$ cat src/verilog/dpo_pkg.sv
`default_nettype none
package dpo_pkg;
  // register byte addresses on apb (word aligned)
  localparam logic [7:0]  ADDR_SHIFT_LOW   = 8'h00;
  localparam logic [7:0]  ADDR_SHIFT_HIGH  = 8'h04;
  localparam logic [7:0]  ADDR_CONTROL     = 8'h08;
  localparam logic [7:0]  ADDR_STATUS      = 8'h0C;
  localparam logic [7:0]  ADDR_APPLIED     = 8'h10;
  // reset values
  localparam logic [7:0]  RST_SHIFT_BYTE   = 8'h00;
  localparam logic [2:0]  RST_CONTROL      = 3'h0;
  // control field positions
  localparam int          CTL_RAMP_OFF_BIT = 0;
  localparam int          CTL_LOCKED_BIT   = 1;
  localparam int          CTL_PBO_BIT      = 2;
  // status field positions
  localparam int          STS_RAMPING_BIT  = 0;
  localparam int          STS_IGNORED_BIT  = 1;
  // step size: one lsb is the 77.76 MHz period over 2**11
  localparam real         STEP_PS          = 6.279;
  localparam int          STEP_FRAC_BITS   = 11;
  localparam logic [15:0] HALF_CYCLE_VALUE = 16'h0400;
  // ramp pace: one lsb per this many core clocks
  localparam int          RAMP_DIV_CYCLES  = 8;
endpackage
`default_nettype wire

$ cat src/verilog/dpo_ramp.sv
`timescale 1ns/100ps
`default_nettype none
module dpo_ramp
  import dpo_pkg::*;
#(
  parameter int DIV = RAMP_DIV_CYCLES
) (
  input  wire logic               core_clk,  // system clock
  input  wire logic               sys_rst,   // sync reset
  input  wire logic signed [15:0] target,    // programmed offset
  input  wire logic               ramp_en,   // gradual move allowed
  output logic signed [15:0]      applied,   // offset in use
  output logic                    ramping    // not yet at target
);
  logic [$clog2(DIV+1)-1:0] pace;
  wire pace_hit = (pace == '0);

  always_ff @(posedge core_clk) begin
    if (sys_rst || !ramping || pace_hit) begin
      pace <= ($clog2(DIV+1))'(DIV - 1);
    end else begin
      pace <= pace - 1'b1;
    end
  end

  // single lsb steps keep the move monotonic and land exactly on target
  always_ff @(posedge core_clk) begin
    if (sys_rst) begin
      applied <= '0;
    end else if (!ramp_en) begin
      applied <= target;
    end else if (pace_hit && applied < target) begin
      applied <= applied + 16'sd1;
    end else if (pace_hit && applied > target) begin
      applied <= applied - 16'sd1;
    end
  end

  always_ff @(posedge core_clk) begin
    if (sys_rst) begin
      ramping <= 1'b0;
    end else begin
      ramping <= ramp_en && (applied != target);
    end
  end
endmodule // dpo_ramp
`default_nettype wire

$ cat src/verilog/dpo_phase_offset.sv
// Notes on behaviour
// - output shift is offset times about 6.279 ps.
// - one lsb is the 77.76 MHz period divided by 2**11.
// - true step follows actual clock period, reference or free-run.
// - value 1024 shifts half a cycle, inverting the output clock.
// - when locked, a new offset is reached gradually, not by jumping.
// - ramping may be disabled for holdover-only changes; then applied directly.
// - offset is ignored entirely while phase build-out is enabled.
// - high byte is read/write and resets to zero.
//
// Our own choices: the placing of the registers and the APB register port.
`timescale 1ns/100ps
`default_nettype none
module dpo_phase_offset
  import dpo_pkg::*;
#(
  parameter int RAMP_DIV = RAMP_DIV_CYCLES        // core clocks per ramp step
) (
  input  wire logic        core_clk,      // 125 MHz system clock
  input  wire logic        sys_rst,       // sync reset, active high
  input  wire logic        psel,          // apb select
  input  wire logic        penable,       // apb access phase
  input  wire logic        pwrite,        // apb write
  input  wire logic [7:0]  paddr,         // apb byte address
  input  wire logic [31:0] pwdata,        // apb write data
  output logic [31:0]      prdata,        // apb read data
  output logic             pready,        // apb ready
  output logic             pslverr,       // apb error
  output logic [15:0]      phase_shift,   // offset handed to output phase logic
  output logic             inverted       // output sits half a cycle shifted
);

  // programmed bytes and control
  logic [7:0]         shift_low;
  logic [7:0]         shift_high;
  logic [2:0]         control;
  logic signed [15:0] applied;
  logic               ramping;

  // bus decode
  logic               setup;
  logic               rd_setup;
  logic               wr_hit;
  logic               wr_low;
  logic               wr_high;
  logic               wr_control;

  // control fields and offset path
  logic               ramp_off;
  logic               dpll_locked;
  logic               pbo_on;
  logic signed [15:0] target;
  logic               ramp_en;

  // next values of the registered outputs
  logic [31:0]        status_word;
  logic [31:0]        next_rdata;
  logic [15:0]        next_shift;
  logic               next_inverted;

  // true for the five mapped word addresses
  function automatic logic addr_known(input logic [7:0] a);
    case (a)
      ADDR_SHIFT_LOW,
      ADDR_SHIFT_HIGH,
      ADDR_CONTROL,
      ADDR_STATUS,
      ADDR_APPLIED: addr_known = 1'b1;
      default:      addr_known = 1'b0;
    endcase
  endfunction

  // strobe for one register address
  function automatic logic write_to(input logic [7:0] a, input logic [7:0] reg_addr, input logic strobe);
    write_to = strobe && (a == reg_addr);
  endfunction

  // zero-extend one register byte to a bus word
  function automatic logic [31:0] byte_word(input logic [7:0] b);
    byte_word = {24'h00_0000, b};
  endfunction

  // half a cycle of shift flips the output clock
  function automatic logic is_half_cycle(input logic signed [15:0] value);
    is_half_cycle = (value == $signed(HALF_CYCLE_VALUE));
  endfunction

  // a write lands only on the edge that samples pready high
  assign setup      = psel && !penable;
  assign rd_setup   = setup && !pwrite;
  assign wr_hit     = psel && penable && pready && pwrite;
  assign wr_low     = write_to(paddr, ADDR_SHIFT_LOW, wr_hit);
  assign wr_high    = write_to(paddr, ADDR_SHIFT_HIGH, wr_hit);
  assign wr_control = write_to(paddr, ADDR_CONTROL, wr_hit);

  // locked and build-out are software bits; no loop lives in this block
  assign ramp_off    = control[CTL_RAMP_OFF_BIT];
  assign dpll_locked = control[CTL_LOCKED_BIT];
  assign pbo_on      = control[CTL_PBO_BIT];

  // no wait state: ready rises in the first access cycle
  always_ff @(posedge core_clk) begin
    if (sys_rst) begin
      pready <= 1'b0;
    end else begin
      pready <= setup;
    end
  end

  // unmapped words answer with an error and never store
  always_ff @(posedge core_clk) begin
    if (sys_rst) begin
      pslverr <= 1'b0;
    end else if (setup) begin
      pslverr <= !addr_known(paddr);
    end else begin
      pslverr <= 1'b0;
    end
  end

  // each byte lands alone, so a two-byte change passes through a mixed value
  always_ff @(posedge core_clk) begin
    if (sys_rst) begin
      shift_high <= RST_SHIFT_BYTE;
    end else if (wr_high) begin
      shift_high <= pwdata[7:0];
    end
  end

  // low byte pairs with the high byte into one signed offset
  always_ff @(posedge core_clk) begin
    if (sys_rst) begin
      shift_low <= RST_SHIFT_BYTE;
    end else if (wr_low) begin
      shift_low <= pwdata[7:0];
    end
  end

  // bit 0 ramp off, bit 1 locked, bit 2 build-out
  always_ff @(posedge core_clk) begin
    if (sys_rst) begin
      control <= RST_CONTROL;
    end else if (wr_control) begin
      control <= pwdata[2:0];
    end
  end

  // status and applied words are read-only; writes to them are dropped
  always_comb begin
    // bits above the two flags read as zero
    status_word                  = '0;
    status_word[STS_RAMPING_BIT] = ramping;
    status_word[STS_IGNORED_BIT] = pbo_on;
  end

  // read data is captured at setup and holds until the next read setup
  always_comb begin
    unique case (paddr)
      ADDR_SHIFT_LOW:  next_rdata = byte_word(shift_low);
      ADDR_SHIFT_HIGH: next_rdata = byte_word(shift_high);
      ADDR_CONTROL:    next_rdata = {29'h0000_0000, control};
      ADDR_STATUS:     next_rdata = status_word;
      ADDR_APPLIED:    next_rdata = {16'h0000, applied};
      // unmapped words read as zero
      default:         next_rdata = '0;
    endcase
  end

  // holding between reads lets a slow master take the word late
  always_ff @(posedge core_clk) begin
    if (sys_rst) begin
      prdata <= '0;
    end else if (rd_setup) begin
      prdata <= next_rdata;
    end
  end

  // target moves after every byte write
  assign target  = {shift_high, shift_low};
  // ramp only when locked and not disabled by software
  assign ramp_en = dpll_locked && !ramp_off;

  // single lsb steps at a fixed pace
  dpo_ramp #(.DIV(RAMP_DIV)) u_ramp (
    .core_clk (core_clk),
    .sys_rst  (sys_rst),
    .target   (target),
    .ramp_en  (ramp_en),
    .applied  (applied),
    .ramping  (ramping)
  );

  // lsb units of period/2**11 (about 6.279 ps); real size tracks the clock in use
  always_comb begin
    if (pbo_on) begin
      next_shift    = '0;
      next_inverted = 1'b0;
    end else begin
      next_shift    = applied;
      next_inverted = is_half_cycle(applied);
    end
  end

  // outputs come straight from flip-flops
  always_ff @(posedge core_clk) begin
    if (sys_rst) begin
      phase_shift <= '0;
    end else begin
      phase_shift <= next_shift;
    end
  end

  // flag follows the shift actually applied, not the target
  always_ff @(posedge core_clk) begin
    if (sys_rst) begin
      inverted <= 1'b0;
    end else begin
      inverted <= next_inverted;
    end
  end
endmodule // dpo_phase_offset
`default_nettype wire

$ cat config.mk
export PLATFORM = sky130hd
export DESIGN_NAME = dpo_phase_offset
export DESIGN_NICKNAME = d
export VERILOG_FILES = /design/src/verilog/dpo_pkg.sv /design/src/verilog/dpo_ramp.sv /design/src/verilog/dpo_phase_offset.sv
export SDC_FILE = /design/constraint.sdc
export NUM_CORES = 1
export LEC_CHECK = 0
export BUFFER_PORTS_ARGS = -buffer_cell sky130_fd_sc_hd__buf_2
export CORE_ASPECT_RATIO = 1.25
export CORE_MARGIN = 3
export CORE_UTILIZATION = 40
export CTS_CLUSTER_DIAMETER = 100
export DETAILED_ROUTE_END_ITERATION = 6
export GPL_TIMING_DRIVEN = 1
export PLACE_DENSITY_LB_ADDON = 0.1
export SLEW_MARGIN = 0
export SYNTH_ARGS = -nofsm -noshare
export SYNTH_HDL_FRONTEND = slang
export SYNTH_SLANG_ARGS = --single-unit
$ cat constraint.sdc
create_clock -name core_clk -period 5.15 [get_ports core_clk]
set_input_delay 1.545 -clock core_clk [delete_from_list [all_inputs] [get_ports core_clk]]
set_output_delay 1.545 -clock core_clk [all_outputs]
set_load 0.02 [all_outputs]
Word-level counts from Yosys, hierarchy flattened
Cells that the tools add are included.
Word-level totals
  bits in registers: 91
  input bits: 45
  output and inout bits: 51
  word-level logic and storage cells: 55
Operators by class
  add/subtract/negate cells: 3
  magnitude comparators: 2
  equality and inequality tests: 7
  mux-type cells: 7
  bitwise operators: 1
  reduce and logical (&&, ||, !) cells: 24
Operator list (number)
  $pmux W16 S5: 1
  $mux W16: 3
  $add A16 B2 Y16 const B: 1
  $eq A16 B12 Y1 const B: 1
  $eq A8 B4 Y1 const B: 2
  $gt A16 B16 Y1: 1
  $lt A16 B16 Y1: 1
  $ne A16 B16 Y1: 1
  $sub A16 B2 Y16 const B: 1
  $logic_and A1 B1 Y1: 12
  $eq A8 B3 Y1 const B: 1
  $eq A8 B5 Y1 const B: 1
  $logic_not A8 Y1: 1
  $logic_not A1 Y1: 5
  $reduce_or A5 Y1: 1
  $logic_not A4 Y1: 1
  $reduce_or A2 Y1: 2
  $sub A4 B1 Y4 const B: 1
  $mux W1: 3
  $ne A3 B3 Y1 const B: 1
  $logic_or A1 B1 Y1: 2
  $not A1 Y1: 1

Depth between registers and ports, before layout
Gate-level depths: netlist of the first run.
  depth in word-level cells: 6
  gate-level depth with buffers: 17
  mapped depth without buffers: 17

By module
Synthesis of the first run repeated with hierarchy kept, for this count alone.
Unflattened totals
  cells, all modules: 520
  area total of the unflattened synthesis: 4448.0 sq um
By module, submodules not included
  dpo_phase_offset: instances 1, cells each 257, area each 2319.7 sq um, sequential area each 1081.0 sq um
  dpo_ramp: instances 1, cells each 263, area each 2128.3 sq um, sequential area each 420.4 sq um

Worst setup path after synthesis of the first run
No wires, ideal clock.
  path kind: register to register
  from: register shift_low[7]
  to: register u_ramp.applied[14]
  setup time: 95 ps
  arrival time: 4296 ps
  setup slack: 759 ps
  stages on the path, launching flop included: 17
  buffers on the path: 0
  period minus slack after synthesis: 4391 ps
  path through: dfxtp_1 > inv_1 > ha_1 > a21o_1 > a21o_1 > o31ai_2 > a31oi_1 > o21ai_1 > ha_1 > nor2b_1 > o31a_1 > o2111ai_1 > a21o_1 > a31oi_1 > or4_1 > a31o_1 > a221oi_1
Between the ends
  longest elaborated chain between the ends: 4
RTL lines
  start: declaration: RTL line dpo_phase_offset.sv:34  | logic [7:0] shift_low;
  start signal: assignment: RTL line dpo_phase_offset.sv:135  | shift_low <= pwdata[7:0];
  $lt A16 B16 Y1: RTL line dpo_ramp.sv:32  | end else if (pace_hit && applied < target) begin
  $logic_and A1 B1 Y1: RTL line dpo_ramp.sv:32
  $mux W16: RTL line dpo_ramp.sv:32
  $mux W16: RTL line dpo_ramp.sv:30  | end else if (!ramp_en) begin
  end signal: assignment: RTL line dpo_ramp.sv:31  | applied <= target;
  end signal: assignment: RTL line dpo_ramp.sv:33  | applied <= applied + 16'sd1;
  end signal: assignment: RTL line dpo_ramp.sv:35  | applied <= applied - 16'sd1;
  end: declaration: RTL line dpo_ramp.sv:12  | output logic signed [15:0] applied,
Several ways; a longest one is shown, not always the timed one.
A chain may end at the register's enable or synchronous reset.

Worst setup path in the final report of the first run
Same ends and word-level chain as after synthesis.

==> results of run 1 <==
[flip-flops by register name (all words and copies together) (netlist names)]
signal,count
phase_shift,16
prdata,16
u_ramp.applied,16
shift_high,8
shift_low,8
u_ramp.pace,4
control,3
inverted,1
pready,1
pslverr,1
u_ramp.ramping,1
[stage by stage]
stage	cell area (sq um)	instances
2_1_floorplan	4160	485
5_1_grt	4840	660
6_report	4840	660
4_1_cts	4830	660
3_3_place_gp	4500	644
3_5_place_dp	4500	644
[worst max-delay path: stages (launching register included)]
cell and delay [ps]:
dfxtp_1 390, inv_1 70, ha_1 310, a21o_1 190
a21o_1 190, o31ai_2 290, a31oi_1 220, o21ai_2 430
buf_4 270, inv_1 70, fa_1 400, nor2b_1 230
o31a_1 210, o2111ai_1 170, a21o_1 250, a31oi_1 210
nand3_1 110, a31o_1 230, a221oi_1 240
[cell families (layout without fill, tap and decap cells)]
family / Yosys count / count (layout) / synth area share (%)
AOI/OAI and AO/OA: 103 / 103 / 17.3
xor gates and xnor gates: 11 / 11 / 2.35
adders and majority gates: 34 / 34 / 10.6
buffers and inverters: 58 / 107 / 6.96
DFF: 75 / 75 / 36.6
muxes: 25 / 25 / 6.10
other: 1 / 16 / 0.0914
and+or+nand+nor: 163 / 163 / 20.1
[cell type report]
type                            instances  area, sq um  area share, %
Clock buffer                           11          253           5.23
Clock inverter                          5         83.8           1.73
Inverter                               22         82.6           1.71
Multi-Input combinational cell        352         2380           49.2
Sequential cell                        75         1500           31.0
Tap cell                              126          158           3.26
Timing Repair Buffer                   69          380           7.87
[power groups by stage]
stage               Sequential (mW)  Combinational (mW)  Clock (mW)
floorplan                     0.597              0.0336           0
global placement              0.595              0.0408           0
detailed placement            0.595              0.0412           0
CTS                           0.582              0.0412       0.714
global route                  0.582              0.0454       0.740
finish                        0.582              0.0413       0.701
[repair_timing]
item | CTS | global route
endpoints found under the setup margin | 0 | 2
gates resized for setup | 0 | 1
setup buffers | 0 | 0
[cell usage in the layout (no fill, tap or decap), types with 3 or more instances in the layout]
cell type / n
nor2b_1: 3
buf_4: 14
a21oi_1: 34
dfxtp_1: 75
conb_1: 16
nor2_1: 63
a211oi_1: 21
a31oi_1: 5
mux2i_1: 25
buf_2: 55
clkbuf_16: 9
nand3_1: 15
a222oi_1: 7
xnor2_1: 8
inv_1: 22
ha_1: 33
nand2_1: 23
o21ai_0: 6
a21o_1: 8
nand2b_1: 3
nor4_1: 5
and2_1: 16
xor2_1: 3
nor3_1: 9
and3_1: 4
o21ai_1: 3
[path summary, 6_finish.rpt]
kind / cells after the start / endpoint / start
setup reg to reg: 18 / u_ramp.applied[14]$_SDFFE_PP0P_ / shift_low[7]$_SDFFE_PP0P_
setup / recovery: 18 / u_ramp.applied[14]$_SDFFE_PP0P_ / shift_low[7]$_SDFFE_PP0P_
hold reg to reg: 1 / u_ramp.pace[0]$_SDFF_PP1_ / u_ramp.pace[0]$_SDFF_PP1_
hold / removal: 1 / u_ramp.pace[0]$_SDFF_PP1_ / u_ramp.pace[0]$_SDFF_PP1_
[routing by layer]
layer  track usage, %  vias to the layer above  routed length [microns]
met1             25.5                     1596                     4740
met5                0                        -                        0
met3             3.54                       21                      447
li1                 -                     1773                        -
met2             30.1                       88                     5150
met4             10.5                        0                      286
==> metrics.txt, run 1 <==
Clock Latency Late Sink=340 ps; CTS tree=done; Setup violations, final=0; number of global-route vias before repair=3404; n_diodes=0; Max Cap Viol=0; clk sinks=75; clk slew on worst S/H paths=60 ps; Leakage=2.20 nW; final cycle utilization of the critical path=88.4%; drt initial violations=188; Starting Density=41.8%; Area contributors post-synth=dfxtp_1 37%, ha_1 10%, mux2i_1 6.1%; IO buf count=55; Seq/Total Area, Yosys=36.6%; Final Max Slew Viols=0; share of layout cells above drive strength 1=18.4%; clk buf depth=2; Synth top area share=36.6%; most frequent cells after synthesis=75 x dfxtp_1, 63 x nor2_1, 34 x a21oi_1; pre-CTS setup slack=381 ps; power share of the clock group=52.9%; worst hold margin=397 ps; Final min period=4550 ps; core area=9810 sq um; Hold Path Class=register to register; sequential power share=44.0%; Die ar.=11500 sq um; worst setup margin=597 ps; fill count=1031; initial antenna violation count=0; final number of hold-violating endpoints=0; first-pass GRT wire length=17200 microns; Layout Utilization=49.3%; Sw Pwr=0.281 mW; Rows=40; Gate power share=3.1%; yosys warns=0; most frequent cell after synthesis=dfxtp_1; Mean Syn Cell Area=8.73 sq um; total global-route track usage=19.5%; Synth cell types=56; outcome=finished, final reports clean; Worst Path Class, Setup=register to register; Post-synth EDFFs=0; DRC=0; antenna violation net count after detailed routing=0; pin count of the biggest net entering global routing=59; final setup skew=7.77 ps; I/O pins=96; drt total wl=10600 microns; Max FO, Critical Path=10; setup_tns=0 ps; nets=608; total power=1.32 mW; Async SR Flop Fraction=0%; crit end category=register; Synth Flop Type=dfxtp_1; CP Launch Type=register; Rel. slew slack=20.9%; area grow syn2layout=17.9%; gp weighted congestion=0.889; cell internal pwr=1.04 mW; total CTS buffers=9; sw frac=21.2%; post-DP HPWL=8040 microns; Cells after Synth=470; Die W=96.6 microns; FF-to-FF setup slack=600 ps; RSZ-0062 raised after global routing=false; FMAX=220 MHz; CP Data Required Time=5400 ps; Mapped Area=4100 sq um; Synth Register Bits=75; Synth area leader=dfxtp_1; Worst EP arrival=4800 ps; Detailed Routing Iterations Pass 1=5; Overflow after GRT=0; die height=119 microns; via count=3478; hold-fix buffer count after cts=0; peak supply drop=0.000245 V; H-Tree Depth=3; Clock Root Buffer=clkbuf_16; average wire per standard cell=16.1 microns; Pwr Density=274 nW/um^2; vias per cell=5.27; worst slew pin tran=1190 ps
(Power assumes the default switching activity.)
==> run 2, diff against run 1 <==
--- a/config.mk
+++ b/config.mk
@@ -8,7 +8,7 @@
 export BUFFER_PORTS_ARGS = -buffer_cell sky130_fd_sc_hd__buf_2
 export CORE_ASPECT_RATIO = 1.25
 export CORE_MARGIN = 3
-export CORE_UTILIZATION = 40
+export CORE_UTILIZATION = 50
 export CTS_CLUSTER_DIAMETER = 100
 export DETAILED_ROUTE_END_ITERATION = 6
 export GPL_TIMING_DRIVEN = 1
==> run 2 against run 1 <==
Net effect: register-to-register slack worse by 240 ps; clock power down 39%; routed wire length down 4.7%; maximum frequency down 4.9%; core utilization up 9.3 points; setup slack worse by 240 ps; first-iteration DRC count up 12%; highest routed layer unchanged.
==> metrics.txt, run 2 (synthesis results as in run 1) <==
Final min period=4790 ps (+237 ps); Starting Density=52.0% (+10 points); crit end category=register; share of layout cells above drive strength 1=17.5% (-0.84 points); H-Tree Depth=3 (unchanged); die height=107 microns (-10%); I/O pins=96 (unchanged); fill count=729 (-29%); Max Cap Viol=0 (unchanged); core area=7880 sq um (-20%); number of global-route vias before repair=3316 (-2.6%); Inst Count DP=610 (-5.3%); via count=3480 (+0.058%); Hold Path Class=register to register; FF-to-FF setup slack=360 ps (-240 ps); final number of hold-violating endpoints=0 (unchanged); Clock Root Buffer=clkbuf_8; Die ar.=9330 sq um (-19%); most common cell after layout, fill and taps aside=dfxtp_1; final cycle utilization of the critical path=93.0% (+4.6 points); clk sinks=75 (unchanged); Leakage=2.12 nW (-3.9%); antenna violation net count after detailed routing=0 (unchanged); most frequent cell on the critical path=a21o_1; Final Max Slew Viols=0 (unchanged); worst hold margin=407 ps (+9.93 ps); gp weighted congestion=0.841 (-5.4%); Worst Path Class, Setup=register to register; Rel. slew slack=22.1% (+1.2 points); worst slew pin tran=1170 ps (-18.1 ps); commonest cells after routing, fill and taps aside=75 x dfxtp_1, 63 x nor2_1, 55 x buf_2; Worst EP arrival=5060 ps (+260 ps); drt total wl=10100 microns (-4.7%); average wire per standard cell=16.2 microns (+0.52%); CP top delay family=compound AO/OA/AOI/OAI gates; largest registers=phase_shift: 16 flops, prdata: 16 flops, u_ramp.applied: 16 flops; DRC=0 (unchanged); number of post-CTS setup repair buffers=0 (unchanged); CTS tree=done; Crit-path slowest cell=o21ai_1; total CTS buffers=9 (unchanged); post-route design area=4620 sq um (-4.6%); total power=1.05 mW (-20%); drt initial violations=211 (+12%); hold-fix buffer count after cts=0 (unchanged); IO buf count=55 (unchanged); placed instance area=4430 sq um (-1.4%); vias per cell=5.56 (+5.5%); total global-route track usage=22.5% (+3.0 points); pre-CTS setup slack=385 ps (+3.95 ps); Detailed Routing Iterations Pass 1=5 (unchanged); first-pass GRT wire length=16200 microns (-5.5%); Rows=36 (-10%); non-filler cells, final=626 (-5.2%); CP Data Required Time=5420 ps (+20 ps); area grow syn2layout=12.5%; final setup skew=10.5 ps (+2.70 ps); multi-input logic area=2370 sq um (-0.26%); clk buf depth=2 (unchanged); FMAX=209 MHz (-4.9%); CP Launch Type=register; Sequential Area=1500 sq um (unchanged); Setup violations, final=0 (unchanged); worst setup margin=360 ps (-237 ps); post-DP HPWL=7610 microns (-5.3%); CP peak stage delay=650 ps (+220 ps); RSZ-0062 raised after global routing=false; Max FO, Critical Path=8 (-2); Layout Utilization=58.6% (+9.3 points); outcome=finished, final reports clean; n_diodes=0 (unchanged); nets=605 (-0.49%); setup_tns=0 ps (unchanged); post-cts gate resize count=0 (unchanged); initial antenna violation count=0 (unchanged); Critical path buffers and inverters=1 (-2); Pwr Density=228 nW/um^2 (-17%); crit-path cells=inv_1 -> ha_1 -> a21o_1 -> a21o_1 -> o31ai_2 -> a31oi_1 -> o21ai_1 -> ha_1 -> nor2b_1 -> o31a_1 -> o2111ai_1 -> a21o_1 -> a31oi_1 -> or4_1 -> a31o_1 -> a221oi_1; Clock Latency Late Sink=360 ps (+20 ps); pin count of the biggest net entering global routing=60 (+1.7%); Overflow after GRT=0 (unchanged); peak supply drop=0.000189 V (-23%); clk slew on worst S/H paths=90 ps (+30 ps); Die W=87.0 microns (-9.9%)
-- run 2: changes by cell type in the layout (fill, tap and decap cells not counted), sizes merged --
cell / delta
clkbuf: -2
inv: +3
bufinv: -2
buf: -3
clkinv: +1
-- run 2: report_power, final --
group,switching (mW),internal [mW],leakage [nW],total (mW)
registers,0.000577,0.581,0.604,0.581
clock network,0.247,0.184,0.0901,0.431
logic,0.0312,0.0104,1.42,0.0416
total,0.278,0.775,2.12,1.05
-- run 2: area by class of cell --
cell class,instances,share of cell area (%)
well taps,95,2.58
multi-input cells,352,51.4
repair buffers,66,7.75
inverters,22,1.79
clock inverters,7,1.30
clock buffers,9,2.68
flip-flops and latches,75,32.5
-- run 2: worst paths after layout --
path | startpoint | cells after the start | to
max | shift_low[7]$_SDFFE_PP0P_ | 16 | u_ramp.applied[14]$_SDFFE_PP0P_
min | u_ramp.pace[0]$_SDFF_PP1_ | 1 | u_ramp.pace[0]$_SDFF_PP1_
max reg2reg | shift_low[7]$_SDFFE_PP0P_ | 16 | u_ramp.applied[14]$_SDFFE_PP0P_
min reg2reg | u_ramp.pace[0]$_SDFF_PP1_ | 1 | u_ramp.pace[0]$_SDFF_PP1_
-- run 2: per-layer routing --
layer | wire length (microns) | part of all wire (%) | global-route usage [%]
met1 | 4420 | 44 | 28.1
met4 | 206 | 2.0 | 9.69
met2 | 5010 | 49 | 37.0
met3 | 495 | 4.9 | 4.67
met5 | 0 | 0 | 0
